`config.mk`:
```
export PLATFORM = sky130hd
export DESIGN_NAME = scsel_top
export DESIGN_NICKNAME = d
export VERILOG_FILES = /design/src/rtl/scsel_pkg.sv /design/src/rtl/scsel_nco.sv /design/src/rtl/scsel_top.sv
export VERILOG_INCLUDE_DIRS = /design/src /design/src/rtl
export SDC_FILE = /design/constraint.sdc
export NUM_CORES = 1
export LEC_CHECK = 0
export ABC_AREA = 1
export BUFFER_PORTS_ARGS = -buffer_cell sky130_fd_sc_hd__buf_4
export CORE_UTILIZATION = 57
export DETAILED_ROUTE_END_ITERATION = 10
export GPL_TIMING_DRIVEN = 0
export PLACE_DENSITY = 0.74
export SLEW_MARGIN = 40
export SYNTH_ARGS = -nofsm -noshare
export SYNTH_HDL_FRONTEND = slang
export SYNTH_SLANG_ARGS = --single-unit
```
`constraint.sdc`:
```
create_clock -name REF_CLK -period 2.7 [get_ports REF_CLK]
set_clock_uncertainty 0.15 [all_clocks]
set_input_delay 0.135 -clock REF_CLK [delete_from_list [all_inputs] [get_ports REF_CLK]]
set_output_delay 0.135 -clock REF_CLK [all_outputs]
set_load 0.02 [all_outputs]
```
`src/rtl/scsel_defines.svh`:
```
// Purpose: offsets, field positions, reset values, clock rates and settling time of the clock selector
// Assumes: 125 MHz reference clock, Avalon-MM byte addresses
// Notes: definitions only
`ifndef SCSEL_DEFINES_SVH
`define SCSEL_DEFINES_SVH

`define SCSEL_REF_HZ 64'd125000000
`define SCSEL_FAST_2M_HZ 64'd2000000
`define SCSEL_FAST_4M_HZ 64'd4000000
`define SCSEL_FAST_8M_HZ 64'd8000000
`define SCSEL_SLOW_HZ 64'd32000

`define SCSEL_OFS_SYSCTL 4'h0
`define SCSEL_OFS_FASTCTL 4'h4
`define SCSEL_OFS_STATUS 4'h8

`define SCSEL_SYSCTL_SEL_HI 7
`define SCSEL_SYSCTL_SEL_LO 5
`define SCSEL_SYSCTL_FAST_IDLE 1
`define SCSEL_SYSCTL_SLOW_IDLE 0
`define SCSEL_SYSCTL_RESET 8'h00

`define SCSEL_FASTCTL_FREQ_HI 3
`define SCSEL_FASTCTL_FREQ_LO 2
`define SCSEL_FASTCTL_STABLE 1
`define SCSEL_FASTCTL_ENABLE 0
`define SCSEL_FASTCTL_RESET 8'h01

`define SCSEL_SEL_FAST 3'h0
`define SCSEL_SEL_SUB 3'h7

`define SCSEL_FAST_SETTLE_NS 16000

`endif

```
`src/rtl/scsel_pkg.sv`:
```
// Purpose: types shared by the clock selector files
// Assumes: nothing
// Notes: numbers live in scsel_defines.svh
package scsel_pkg;
    typedef enum logic [1:0] {FREQ_2M_A, FREQ_4M, FREQ_8M, FREQ_2M_B} scsel_freq_t;
    typedef enum {SW_IDLE, SW_WAIT_OLD, SW_WAIT_NEW} scsel_sw_state_t;
endpackage

```
`src/rtl/scsel_nco.sv`:
```
// Purpose: phase accumulator that stands in for an RC oscillator as a tick stream
// Assumes: inc below half of full scale
// Notes: tick is one REF_CLK cycle wide, one per oscillator period
`timescale 1ns/100ps
`default_nettype none
module scsel_nco #(
    parameter int ACC_W = 32
) (
    input wire logic clk,
    input wire logic rst_n,
    input wire logic run,
    input wire logic [ACC_W-1:0] inc,
    output logic tick_q
);
    logic [ACC_W:0] sum;
    logic [ACC_W-1:0] acc_q;

    assign sum = {1'b0, acc_q} + {1'b0, inc};

    // stopped oscillator restarts from phase zero so its first period is whole
    always_ff @(posedge clk or negedge rst_n)
    begin
        if (!rst_n)
        begin
            acc_q <= '0;
            tick_q <= 1'b0;
        end
        else if (!run)
        begin
            acc_q <= '0;
            tick_q <= 1'b0;
        end
        else
        begin
            acc_q <= sum[ACC_W-1:0];
            tick_q <= sum[ACC_W];
        end
    end
endmodule
`default_nettype wire

```
`src/rtl/scsel_top.sv`:
```
// Purpose: system clock generation and selection, clocks given as enable pulses on REF_CLK
// Assumes: Avalon-MM slave, byte addresses, only byte lane 0 carries register bits
// Notes: every clock output is a one-cycle pulse per period of that clock
//
// Overview of operation
// - The fast RC oscillator runs at 2, 4 or 8 MHz as chosen by software.
// - The slow RC oscillator runs at a nominal 32 kHz with nothing outside the block.
// - The three-bit source select chooses the system clock and may be changed at run time.
// - The select also offers the fast clock divided by 2 up to 64.
// - The subclock used as slow system clock comes from the slow RC oscillator.
// - The slow oscillator also feeds the watchdog; the time base takes the fast clock while it is stable, else the slow one.
// - With the system clock on the subclock, clearing the fast enable stops the fast oscillator.
// - While the fast oscillator is stopped no fast clock or divided fast clock is given out.
// - Oscillators are configured only by register writes, with no pin path.
// - Select code 0 is the fast clock, 1 to 6 divide by 2 to 64, and 7 picks the subclock.
// - Frequency code 00 is 2 MHz, 01 is 4 MHz, 10 is 8 MHz and 11 is 2 MHz.
// - Enabling or retuning the fast oscillator clears the stable flag until settled, and the new rate waits.
//
// Local design decisions: the Avalon-MM register port and the register offsets.
`timescale 1ns/100ps
`default_nettype none
`include "scsel_defines.svh"
module scsel_top (
    input wire logic REF_CLK,
    input wire logic RST_N,
    input wire logic [3:0] AVS_ADDRESS,
    input wire logic AVS_READ,
    input wire logic AVS_WRITE,
    input wire logic [31:0] AVS_WRITEDATA,
    input wire logic [3:0] AVS_BYTEENABLE,
    output logic [31:0] AVS_READDATA,
    output logic AVS_WAITREQUEST,
    output logic SYSCLK_EN,
    output logic FAST_CLK_EN,
    output logic [5:0] FAST_DIV_EN,
    output logic SUB_CLK_EN,
    output logic WDT_CLK_EN,
    output logic TBASE_CLK_EN,
    output logic FAST_IDLE_EN,
    output logic SLOW_IDLE_EN
);
    localparam int SETTLE_CYC = (`SCSEL_FAST_SETTLE_NS * 125 + 999) / 1000;
    localparam logic [31:0] INC_2M = 32'((`SCSEL_FAST_2M_HZ << 32) / `SCSEL_REF_HZ);
    localparam logic [31:0] INC_4M = 32'((`SCSEL_FAST_4M_HZ << 32) / `SCSEL_REF_HZ);
    localparam logic [31:0] INC_8M = 32'((`SCSEL_FAST_8M_HZ << 32) / `SCSEL_REF_HZ);
    localparam logic [31:0] INC_SLOW = 32'((`SCSEL_SLOW_HZ << 32) / `SCSEL_REF_HZ);

    ////////////////////////////////////////////////////////////////////////////
    // register bus
    logic wait_q;
    logic [31:0] rdata_q;
    logic [7:0] sysctl_q;
    logic [7:0] fastctl_q;
    logic [2:0] sel_req_q;
    logic fast_en_q;
    logic [1:0] freq_req_q;
    logic stable_q;
    logic [2:0] sel_act_q;
    scsel_pkg::scsel_sw_state_t sw_q;

    wire req = AVS_READ | AVS_WRITE;
    wire take = req & ~wait_q;
    wire hit_sys = AVS_ADDRESS == `SCSEL_OFS_SYSCTL;
    wire hit_fast = AVS_ADDRESS == `SCSEL_OFS_FASTCTL;
    wire hit_stat = AVS_ADDRESS == `SCSEL_OFS_STATUS;
    wire wr_lane = take & AVS_WRITE & AVS_BYTEENABLE[0];
    wire wr_sys = wr_lane & hit_sys;
    wire wr_fast = wr_lane & hit_fast;
    wire [7:0] wdat = AVS_WRITEDATA[7:0];
    wire [1:0] wr_freq = wdat[`SCSEL_FASTCTL_FREQ_HI:`SCSEL_FASTCTL_FREQ_LO];
    wire wr_en = wdat[`SCSEL_FASTCTL_ENABLE];
    wire [7:0] fast_rd = {4'h0, freq_req_q, stable_q, fast_en_q};
    wire [7:0] stat_rd = {sel_act_q, 3'h0, sw_q != scsel_pkg::SW_IDLE, stable_q};
    wire [7:0] rd_mux = hit_sys ? sysctl_q : hit_fast ? fast_rd : hit_stat ? stat_rd : 8'h00;

    // one wait cycle per access keeps the read mux off the bus output path
    always_ff @(posedge REF_CLK or negedge RST_N)
    begin
        if (!RST_N)
        begin
            wait_q <= 1'b1;
            rdata_q <= 32'h0000_0000;
        end
        else
        begin
            wait_q <= ~(req & wait_q);
            if (req & wait_q)
                rdata_q <= {24'h000000, rd_mux};
        end
    end

    // configuration reaches the block only through these writes
    always_ff @(posedge REF_CLK or negedge RST_N)
    begin
        if (!RST_N)
        begin
            sysctl_q <= `SCSEL_SYSCTL_RESET;
            fastctl_q <= `SCSEL_FASTCTL_RESET;
        end
        else
        begin
            if (wr_sys)
                sysctl_q <= {wdat[7:5], 3'h0, wdat[1:0]};
            if (wr_fast)
                fastctl_q <= {4'h0, wr_freq, 1'b0, wr_en};
        end
    end

    assign sel_req_q = sysctl_q[`SCSEL_SYSCTL_SEL_HI:`SCSEL_SYSCTL_SEL_LO];
    assign fast_en_q = fastctl_q[`SCSEL_FASTCTL_ENABLE];
    assign freq_req_q = fastctl_q[`SCSEL_FASTCTL_FREQ_HI:`SCSEL_FASTCTL_FREQ_LO];

    ////////////////////////////////////////////////////////////////////////////
    // fast oscillator: enable, settle and frequency hand-over
    logic [1:0] freq_act_q;
    logic [15:0] settle_q;
    logic fast_on_q;
    logic [2:0] sel_tgt_q;

    // kept running while it drives or is about to drive the system clock
    wire fast_on_d = fast_en_q | (sel_act_q != `SCSEL_SEL_SUB) | (sel_req_q != `SCSEL_SEL_SUB);
    wire retune = fast_on_q & wr_fast & (wr_freq != freq_req_q);
    wire restart = (fast_on_d & ~fast_on_q) | retune;

    always_ff @(posedge REF_CLK or negedge RST_N)
    begin
        if (!RST_N)
        begin
            fast_on_q <= 1'b0;
            stable_q <= 1'b0;
            settle_q <= 16'h0000;
            freq_act_q <= 2'h0;
        end
        else
        begin
            fast_on_q <= fast_on_d;
            if (!fast_on_d)
            begin
                stable_q <= 1'b0;
                settle_q <= 16'h0000;
            end
            else if (restart)
            begin
                stable_q <= 1'b0;
                settle_q <= 16'(SETTLE_CYC);
            end
            else if (settle_q == 16'h0001)
            begin
                stable_q <= 1'b1;
                settle_q <= 16'h0000;
                freq_act_q <= freq_req_q;
            end
            else if (settle_q != 16'h0000)
                settle_q <= settle_q - 16'h0001;
        end
    end

    logic [31:0] fast_inc;
    always_comb
    begin
        case (scsel_pkg::scsel_freq_t'(freq_act_q))
            scsel_pkg::FREQ_4M: fast_inc = INC_4M;
            scsel_pkg::FREQ_8M: fast_inc = INC_8M;
            default: fast_inc = INC_2M;
        endcase
    end

    logic fast_tick;
    logic slow_tick;
    // ticks only flow once settled, so an unstable or stopped oscillator gives nothing
    scsel_nco #(.ACC_W(32)) u_fast_rc_oscillator (
        .clk(REF_CLK),
        .rst_n(RST_N),
        .run(stable_q),
        .inc(fast_inc),
        .tick_q(fast_tick)
    );
    scsel_nco #(.ACC_W(32)) u_slow_rc_oscillator (
        .clk(REF_CLK),
        .rst_n(RST_N),
        .run(1'b1),
        .inc(INC_SLOW),
        .tick_q(slow_tick)
    );

    ////////////////////////////////////////////////////////////////////////////
    // fast clock divider chain
    logic [5:0] div_cnt_q;
    logic [5:0] div_hit;
    genvar gi;
    generate
        for (gi = 0; gi < 6; gi++)
        begin : g_div
            assign div_hit[gi] = fast_tick & (&div_cnt_q[gi:0]);
        end
    endgenerate

    always_ff @(posedge REF_CLK or negedge RST_N)
    begin
        if (!RST_N)
            div_cnt_q <= 6'h00;
        else if (!stable_q)
            div_cnt_q <= 6'h00;
        else if (fast_tick)
            div_cnt_q <= div_cnt_q + 6'h01;
    end

    ////////////////////////////////////////////////////////////////////////////
    // source selection and glitch-free changeover
    function automatic logic src_tick(input logic [2:0] s, input logic f, input logic [5:0] d, input logic sub);
        logic r;
        r = 1'b0;
        if (s == `SCSEL_SEL_SUB)
            r = sub;
        else if (s == `SCSEL_SEL_FAST)
            r = f;
        else
            r = d[s - 3'h1];
        return r;
    endfunction

    wire act_tick = src_tick(sel_act_q, fast_tick, div_hit, slow_tick);
    wire tgt_tick = src_tick(sel_tgt_q, fast_tick, div_hit, slow_tick);
    // the new source's first edge only marks phase; the period after it is whole
    wire sys_pulse = act_tick & (sw_q != scsel_pkg::SW_WAIT_NEW);

    always_ff @(posedge REF_CLK or negedge RST_N)
    begin
        if (!RST_N)
        begin
            sw_q <= scsel_pkg::SW_IDLE;
            sel_act_q <= `SCSEL_SEL_FAST;
            sel_tgt_q <= `SCSEL_SEL_FAST;
        end
        else
        begin
            case (sw_q)
                scsel_pkg::SW_IDLE:
                    if (sel_req_q != sel_act_q)
                        sw_q <= scsel_pkg::SW_WAIT_OLD;
                scsel_pkg::SW_WAIT_OLD:
                    if (act_tick)
                    begin
                        sel_act_q <= sel_req_q;
                        sel_tgt_q <= sel_req_q;
                        sw_q <= scsel_pkg::SW_WAIT_NEW;
                    end
                default:
                    if (tgt_tick)
                        sw_q <= scsel_pkg::SW_IDLE;
            endcase
        end
    end

    ////////////////////////////////////////////////////////////////////////////
    // registered clock outputs
    always_ff @(posedge REF_CLK or negedge RST_N)
    begin
        if (!RST_N)
        begin
            SYSCLK_EN <= 1'b0;
            FAST_CLK_EN <= 1'b0;
            FAST_DIV_EN <= 6'h00;
            SUB_CLK_EN <= 1'b0;
            WDT_CLK_EN <= 1'b0;
            TBASE_CLK_EN <= 1'b0;
        end
        else
        begin
            SYSCLK_EN <= sys_pulse;
            FAST_CLK_EN <= fast_tick;
            FAST_DIV_EN <= div_hit;
            SUB_CLK_EN <= slow_tick;
            WDT_CLK_EN <= slow_tick;
            TBASE_CLK_EN <= stable_q ? fast_tick : slow_tick;
        end
    end

    assign AVS_WAITREQUEST = wait_q;
    assign AVS_READDATA = rdata_q;
    assign FAST_IDLE_EN = sysctl_q[`SCSEL_SYSCTL_FAST_IDLE];
    assign SLOW_IDLE_EN = sysctl_q[`SCSEL_SYSCTL_SLOW_IDLE];
endmodule
`default_nettype wire

```
==> out/summary.log, run 1 <==
INFO  status         status=complete, no violations
INFO  route          drtAntennaViolNets=0
INFO  global_route   grt_antenna_before_repair=0
INFO  global_route   global_route.usage.total=28.7%
INFO  critical_path  worst-setup-path-type=reg2reg
INFO  clock_network  max-clock-path-buffers=2
INFO  power_and_ir_drop power_density=500nW/µm²
INFO  timing         timing_hold_violations_final=0
INFO  layout         area_growth_syn_to_layout=19.1%
INFO  critical_path  critPathArrivalTime=2.75ns
INFO  critical_path  critical-path-slowest-cell=dfrtp_2
INFO  worst_hold_path hold_path_class=in2reg
INFO  layout         drive_above_1_share=15.5%
INFO  layout         finalNetCount=1327
INFO  clock_network  clk-insertion-delay-late=0.42ns
INFO  yosys          yosys_warnings=0
INFO  clock_network  cts_tree=done
INFO  route          drt-initial-drc-count=584
INFO  critical_path  r2r_slack=0.1ns
INFO  timing         relSlewSlack=47.6%
INFO  critical_path  critical_path.top_delay_family=simple AND/OR/NAND/NOR gates
INFO  yosys          synthDominantAreaCellType=dfrtp_1
INFO  route          total_routed_length=20000µm
INFO  yosys          synthesis.area=8130µm²
INFO  global_route   total_gr_overflow=0
INFO  floorplanning  floorplan.die.height=121µm
INFO  critical_path  path_max_fanout=11
INFO  timing         timing_max_transition_violations_final=0
INFO  clock_network  cts-buffers-inserted=17
INFO  power_and_ir_drop worst_vdd_rail_ir_drop=0.446mV
INFO  timing         setup_total_negative_slack=0ns
INFO  yosys          synthArstFlopShare=100%
INFO  critical_path  critPathBufInv=3
INFO  power_and_ir_drop pwr_total=0.00484W
INFO  floorplanning  initial_core_util=58.5%
INFO  placement      detailed_place.area=8750µm²
INFO  timing         grt_setup_unrepaired=yes
INFO  critical_path  required=2.85ns
INFO  yosys          synth_seq_area_share=37.9%
INFO  critical_path  crit_path_frequent_cell=nand2_2
INFO  route          detail_route.first_pass.iterations=5
INFO  yosys          top_cell_type_s_share_of_synthesized_area=37.3%
INFO  power_and_ir_drop share_comb_of_total_power=10.9%
INFO  timing         layout_min_cycle_time=2.60ns
INFO  critical_path  path_cells=ha_1, buf_6, inv_8, nand2_1, and2_1, ha_1, inv_1, nand2_2, nand2_2, nand2_2, nand3_1, nand2_2, nand2_1, nand2_2, nand2_2, nand3_2, nand2_1, nor2_1
INFO  power_and_ir_drop internal_portion_of_total_power=0.00362W
INFO  run            maxCapViolations=0
INFO  critical_path  critical_path.endpoint_type=register
INFO  clock_network  clock-root-buffer=clkbuf_16
INFO  power_and_ir_drop p_clk_share=47.2%
INFO  global_route   grt_pass1_wl=32900µm
INFO  yosys          synth-edff-count=0
INFO  floorplanning  std_cell_rows=43
INFO  worst_hold_path hold_depth=5
INFO  worst_hold_path worstHoldEndpoint=fastctl_q[3]
INFO  route          vias=7582
INFO  yosys          synthDistinctLibCells=47
INFO  route          vias_per_cell=5.23
INFO  worst_hold_path min_from=AVS_BYTEENABLE[0]
INFO  power_and_ir_drop cell_leakage_power=5.16nW
INFO  timing         fin_crit_share=96.3%
INFO  power_and_ir_drop swShare=25.3%
INFO  route          detail_route.drc_violations=0
INFO  global_route   vias_in_the_first_global_route=7195
INFO  yosys          syn_inst=1155
INFO  global_route   pin_count_of_the_biggest_net_entering_global_routing=66
INFO  clock_network  htree_levels=4
INFO  timing         tightestPinTransition=0.787ns
INFO  yosys          synth-seq-cells=123
INFO  yosys          postSynthAreaPerCell=7.04µm²
INFO  critical_path  critical_path_s_largest_stage_delay=0.45ns
INFO  critical_path  rr_startpoint=freq_act_q[1]
INFO  floorplanning  floorplan.die_area=14700µm²
INFO  placement      place.detailed.hpwl=14200µm
INFO  power_and_ir_drop p_sw=0.00122W
INFO  critical_path  worst_r2r_path_depth=18
INFO  layout         final_cell_area=9680µm²
INFO  clock_network  clock_sinks=123
INFO  placement      io_buffer_count=36
INFO  critical_path  start_kind=register
INFO  timing         fmax=0.385GHz
INFO  layout         insertedDiodeCount=0
INFO  yosys          ys.flop_type=dfrtp_1
INFO  yosys          synth.top_cells.by_area=dfrtp_1 (37%), nand2_1 (15%), inv_1 (7.5%), nor2_1 (6.4%), nand3_1 (4.7%)
INFO  floorplanning  top_level_ports=90
INFO  route          detail_route.wl_per_cell=13.8µm
INFO  power_and_ir_drop power_frac_seq=41.9%
INFO  floorplanning  die_x=121µm
INFO  timing         setup_violations=0
INFO  critical_path  rr_endpoint=u_fast_rc_oscillator.acc_q[30]
INFO  clock_network  clk_pin_slew=0.06ns
INFO  placement      routabilityCongestion=0.979
INFO  floorplanning  core_area=13900µm²
## metal layers
layer / wire length [µm] / GRT usage (%) / vias up
li1: - / - / 3797
met1: 8550 / 35.5 / 3489
met2: 9790 / 48.7 / 242
met3: 1070 / 4.93 / 54
met4: 579 / 12.9 / 0
met5: 0 / 0 / -
## repair_timing
item                                    4_1_cts  5_1_grt
resized for setup                             9       21
pin swaps                                     0        2
setup buffers                                 0        5
hold buffers                                 18        0
gates cloned                                  0        0
endpoints found under the setup margin       14       25
hold endpoints to repair                    134        0
## final cells by class
class | instances | area [µm²]
Sequential cell | 123 | 3080
Multi-Input combinational cell | 844 | 4310
Fill cell | 1177 | 4200
Tap cell | 180 | 225
Inverter | 176 | 671
Clock buffer | 22 | 484
Timing Repair Buffer | 60 | 523
Buffer | 36 | 265
Clock inverter | 10 | 113
## worst min-delay path: stages
cell	delay (ns)
buf_4	0.11
nand2_1	0.08
nor2_2	0.07
nand2_1	0.05
o21ai_0	0.08
## metrics by stage
stage,hold WS (ns),std cells,utilization [%],setup slack [ns]
after floorplan,-0.311,1179,-,0.354
after global placement,0.217,1395,62.8,-0.0892
after detailed placement,-0.0481,1396,63.0,-0.149
after CTS,0.00548,1446,68.9,0.00369
after global routing,0.0587,1451,69.7,-0.0283
final,0.0152,1451,69.7,0.0995
## cells in the mapped netlist, types with 14 or more instances
| cell type | n |
|---|---|
| a21oi_1 | 53 |
| nand2_2 | 20 |
| nor3_1 | 18 |
| buf_4 | 27 |
| o21ai_0 | 41 |
| ha_1 | 25 |
| nand3_1 | 77 |
| inv_1 | 162 |
| nor2_2 | 14 |
| xor2_1 | 28 |
| nor2_1 | 138 |
| nand2_1 | 320 |
| dfrtp_1 | 121 |
## registers in the layout, indices dropped and copies added, names as in the netlist
name,flops
u_fast_rc_oscillator.acc_q,32
u_slow_rc_oscillator.acc_q,32
settle_q,16
AVS_READDATA,7
FAST_DIV_EN,6
div_cnt_q,6
sysctl_q,5
fastctl_q,3
sel_tgt_q,3
freq_act_q,2
sw_q,2
AVS_WAITREQUEST,1
FAST_CLK_EN,1
SYSCLK_EN,1
TBASE_CLK_EN,1
WDT_CLK_EN,1
fast_on_q,1
stable_q,1
u_fast_rc_oscillator.tick_q,1
u_slow_rc_oscillator.tick_q,1
## power by group through the flow
stage               Sequential [W]  Clock, W  Combinational [W]
floorplan                  0.00205         0           0.000333
global placement           0.00205         0           0.000475
detailed placement         0.00205         0           0.000494
CTS                        0.00202   0.00232           0.000525
global route               0.00203   0.00240           0.000593
finish                     0.00203   0.00228           0.000528
## worst max-delay path by stage
stage          cells after the start  slack [ns]                              to          start
2_1_floorplan                     13        0.35  u_fast_rc_oscillator.acc_q[31]  freq_act_q[0]
3_3_place_gp                      16       -0.09  u_fast_rc_oscillator.acc_q[21]  freq_act_q[0]
3_5_place_dp                      16       -0.15  u_fast_rc_oscillator.acc_q[21]  freq_act_q[0]
4_1_cts                           15       0.004  u_fast_rc_oscillator.acc_q[23]  freq_act_q[0]
5_1_grt                           14       -0.03  u_fast_rc_oscillator.acc_q[23]  freq_act_q[1]
6_report                          18         0.1  u_fast_rc_oscillator.acc_q[30]  freq_act_q[1]
## kinds of logic after synthesis
kind of cell               synth area share [%]
AOI/OAI and AO/OA                          8.31
xor gates and xnor gates                   4.30
adders and majority gates                  3.85
buffers and inverters                      11.3
DFF                                        37.9
muxes                                     0.831
other                                    0.0461
and+or+nand+nor                            33.4
## placed cells by master (no fill, tap or decap), types with 4 or more instances in the layout
cell / count
nand2_1: 316
inv_1: 160
nor2_1: 137
dfrtp_1: 120
nand3_1: 76
buf_4: 67
a21oi_1: 51
o21ai_0: 38
xor2_1: 28
conb_1: 25
nand2_2: 24
ha_1: 20
nor3_1: 18
dlygate4sd3_1: 18
clkbuf_16: 17
nor2_2: 15
inv_2: 13
nand4_1: 10
xnor2_1: 10
a31oi_1: 8
o21ai_1: 6
mux2_2: 6
a21boi_0: 4
buf_2: 4
and2_1: 4
nor2_4: 4
o21ai_2: 4
clkbuf_1: 4
and3_1: 4
ha_4: 4
clkbuf_8: 4
clkinv_2: 4
Power figures use the tool's default switching activity.
==> inputs of run 2 (changes only) <==
--- a/config.mk
+++ b/config.mk
@@ -11,7 +11,7 @@
 export CORE_UTILIZATION = 57
 export DETAILED_ROUTE_END_ITERATION = 10
 export GPL_TIMING_DRIVEN = 0
-export PLACE_DENSITY = 0.74
+export PLACE_DENSITY = 0.81
 export SLEW_MARGIN = 40
 export SYNTH_ARGS = -nofsm -noshare
 export SYNTH_HDL_FRONTEND = slang
==> run 2 against run 1 <==
  * Final cell count is 0.21% higher
  * Sequential power hardly changed
  * Global-route usage is 0.42 points higher
  * Sequential share of layout area is 0.22 points lower
  * Routed wire length is 2.5% higher
  * Register-to-register slack hardly changed
  * Clock power hardly changed
  * First-iteration DRC count stayed put
==> out/summary.log, run 2 (synthesis results as in run 1) <==
INFO  global_route   vias_in_the_first_global_route=7229
INFO  layout         layout.cells.most_common=nand2_1
INFO  power_and_ir_drop p_clk_share=46.9%
INFO  timing         grt_setup_unrepaired=yes
INFO  route          drtAntennaViolNets=0
INFO  critical_path  critical_path.endpoint_type=register
INFO  layout         fillerInstances=1092
INFO  critical_path  worst_r2r_path_depth=14
INFO  layout         area_growth_syn_to_layout=19.9%
INFO  clock_network  cts-buffers-inserted=17
INFO  timing         setup_total_negative_slack=0ns
INFO  floorplanning  floorplan.die.height=121µm
INFO  critical_path  critical-path-slowest-cell=dfrtp_2
INFO  global_route   total_gr_overflow=0
INFO  critical_path  critPathArrivalTime=2.80ns
INFO  power_and_ir_drop internal_portion_of_total_power=0.00355W
INFO  timing         layout_min_cycle_time=2.61ns
INFO  route          drt-initial-drc-count=584
INFO  route          detail_route.first_pass.iterations=5
INFO  layout         reg.largest.list=u_fast_rc_oscillator.acc_q: 32 flops, u_slow_rc_oscillator.acc_q: 32 flops, settle_q: 16 flops
INFO  placement      io_buffer_count=36
INFO  route          vias_per_cell=5.28
INFO  critical_path  crit_path_frequent_cell=nand2_2
INFO  timing         fin_crit_share=96.5%
INFO  power_and_ir_drop power_frac_seq=41.9%
INFO  global_route   grt_antenna_before_repair=0
INFO  placement      routabilityCongestion=0.955
INFO  critical_path  worst-setup-path-type=reg2reg
INFO  floorplanning  floorplan.die_area=14700µm²
INFO  global_route   global_route.usage.total=29.1%
INFO  critical_path  start_kind=register
INFO  clock_network  max-clock-path-buffers=2
INFO  floorplanning  initial_core_util=58.5%
INFO  route          total_routed_length=20500µm
INFO  layout         area.sequential=3080µm²
INFO  layout         layout_common_cells=nand2_1 (314), inv_1 (161), nor2_1 (135), dfrtp_1 (120), nand3_1 (76)
INFO  power_and_ir_drop p_sw=0.00129W
INFO  power_and_ir_drop cell_leakage_power=5.15nW
INFO  floorplanning  core_area=13900µm²
INFO  power_and_ir_drop worst_vdd_rail_ir_drop=0.749mV
INFO  timing         tightestPinTransition=0.837ns
INFO  timing         relSlewSlack=44.2%
INFO  power_and_ir_drop swShare=26.7%
INFO  global_route   pin_count_of_the_biggest_net_entering_global_routing=50
INFO  run            maxCapViolations=0
INFO  timing         timing_max_transition_violations_final=0
INFO  layout         finalNetCount=1330
INFO  clock_network  clk_pin_slew=0.06ns
INFO  global_route   grt_pass1_wl=33200µm
INFO  critical_path  required=2.90ns
INFO  critical_path  path_cells=inv_1, ha_1, ha_1, ha_1, inv_1, nand2_4, nand2_2, nand2_2, nand2_2, o21ai_4, nand2_1, nand2_2, nand3_2, a21oi_1
INFO  layout         drive_above_1_share=16.1%
INFO  power_and_ir_drop power_density=496nW/µm²
INFO  timing         timing_hold_violations_final=0
INFO  worst_hold_path hold_path_class=in2async
INFO  floorplanning  die_x=121µm
INFO  clock_network  clk-insertion-delay-late=0.43ns
INFO  route          detail_route.wl_per_cell=14.1µm
INFO  timing         setup_violations=0
INFO  layout         multi_input_comb_area=4360µm²
INFO  clock_network  clock_sinks=123
INFO  status         status=complete, no violations
INFO  clock_network  cts_tree=done
INFO  timing         fmax=0.384GHz
INFO  critical_path  critical_path_s_largest_stage_delay=0.44ns
INFO  layout         insertedDiodeCount=0
INFO  clock_network  clock-root-buffer=clkbuf_16
INFO  route          vias=7672
INFO  critical_path  path_max_fanout=5
INFO  floorplanning  top_level_ports=90
INFO  placement      place.detailed.hpwl=14300µm
INFO  power_and_ir_drop pwr_total=0.00484W
INFO  power_and_ir_drop share_comb_of_total_power=11.2%
INFO  floorplanning  std_cell_rows=43
INFO  clock_network  htree_levels=4
INFO  route          detail_route.drc_violations=0
==> run 2: area by class of cell <==
cell class	instances	share of cell area, %
inverters	176	6.93
flip-flops and latches	123	31.6
repair buffers	63	5.80
plain buffers	36	2.63
multi-input cells	844	44.7
well taps	180	2.31
clock inverters	13	1.46
clock buffers	19	4.54
==> run 2: power by group through the flow <==
stage	Clock [W]	Combinational [W]	Sequential [W]
after global routing	0.00236	0.000608	0.00203
after CTS	0.00228	0.000535	0.00202
after floorplan	0	0.000333	0.00205
after global placement	0	0.000471	0.00205
final	0.00227	0.000542	0.00203
after detailed placement	0	0.000501	0.00205
==> run 2: critical path: cells and delay by family (launching register included) <==
family          cells  cell delay (ns)
fa+ha+maj           3             0.75
simple gates        7             0.63
flops               1             0.44
compound gates      2             0.35
buf+inv             2             0.20
==> run 2: final timing paths <==
| kind | start | end | slack, ns |
|---|---|---|---|
| max in group asynchronous | RST_N | AVS_WAITREQUEST | 1.56 |
| min reg2reg | u_fast_rc_oscillator.tick_q | FAST_CLK_EN | 0.27 |
| min in group REF_CLK | AVS_READ | AVS_READDATA[2] | 0.06 |
| min | RST_N | FAST_DIV_EN[4] | 0.003 |
| max reg2reg | freq_act_q[1] | u_fast_rc_oscillator.tick_q | 0.09 |
| max | freq_act_q[1] | u_fast_rc_oscillator.tick_q | 0.09 |
==> run 2: repair_timing <==
item,in CTS,in global routing
endpoints found under the hold margin,87,0
setup endpoints to repair,19,22
pin swaps,0,3
gates resized for setup,9,27
setup buffers,1,6
cloned,0,0
hold buffers,18,0
==> run 2: stage by stage <==
step | util, % | cell area (µm²) | hold slack [ns] | instances | worst slack (ns)
after floorplan | - | 8220 | -0.311 | 1179 | 0.354
after detailed placement | 63.2 | 8770 | -0.137 | 1397 | -0.146
after global routing | 70.2 | 9750 | 0.0222 | 1454 | -0.0103
after global placement | 62.8 | 8710 | 0.216 | 1395 | -0.117
final | 70.2 | 9750 | 0.00279 | 1454 | 0.0947
after CTS | 69.1 | 9590 | 0.0104 | 1448 | 0.00225
==> run 2: metal layers <==
metal | vias up | part of all wire (%) | routed length [µm] | track usage [%]
li1 | 3802 | - | - | -
met1 | 3560 | 42 | 8560 | 35.1
met2 | 241 | 49 | 10100 | 48.9
met3 | 69 | 5.6 | 1150 | 6.63
met4 | 0 | 3.4 | 697 | 13.6
met5 | - | 0 | 0 | 0
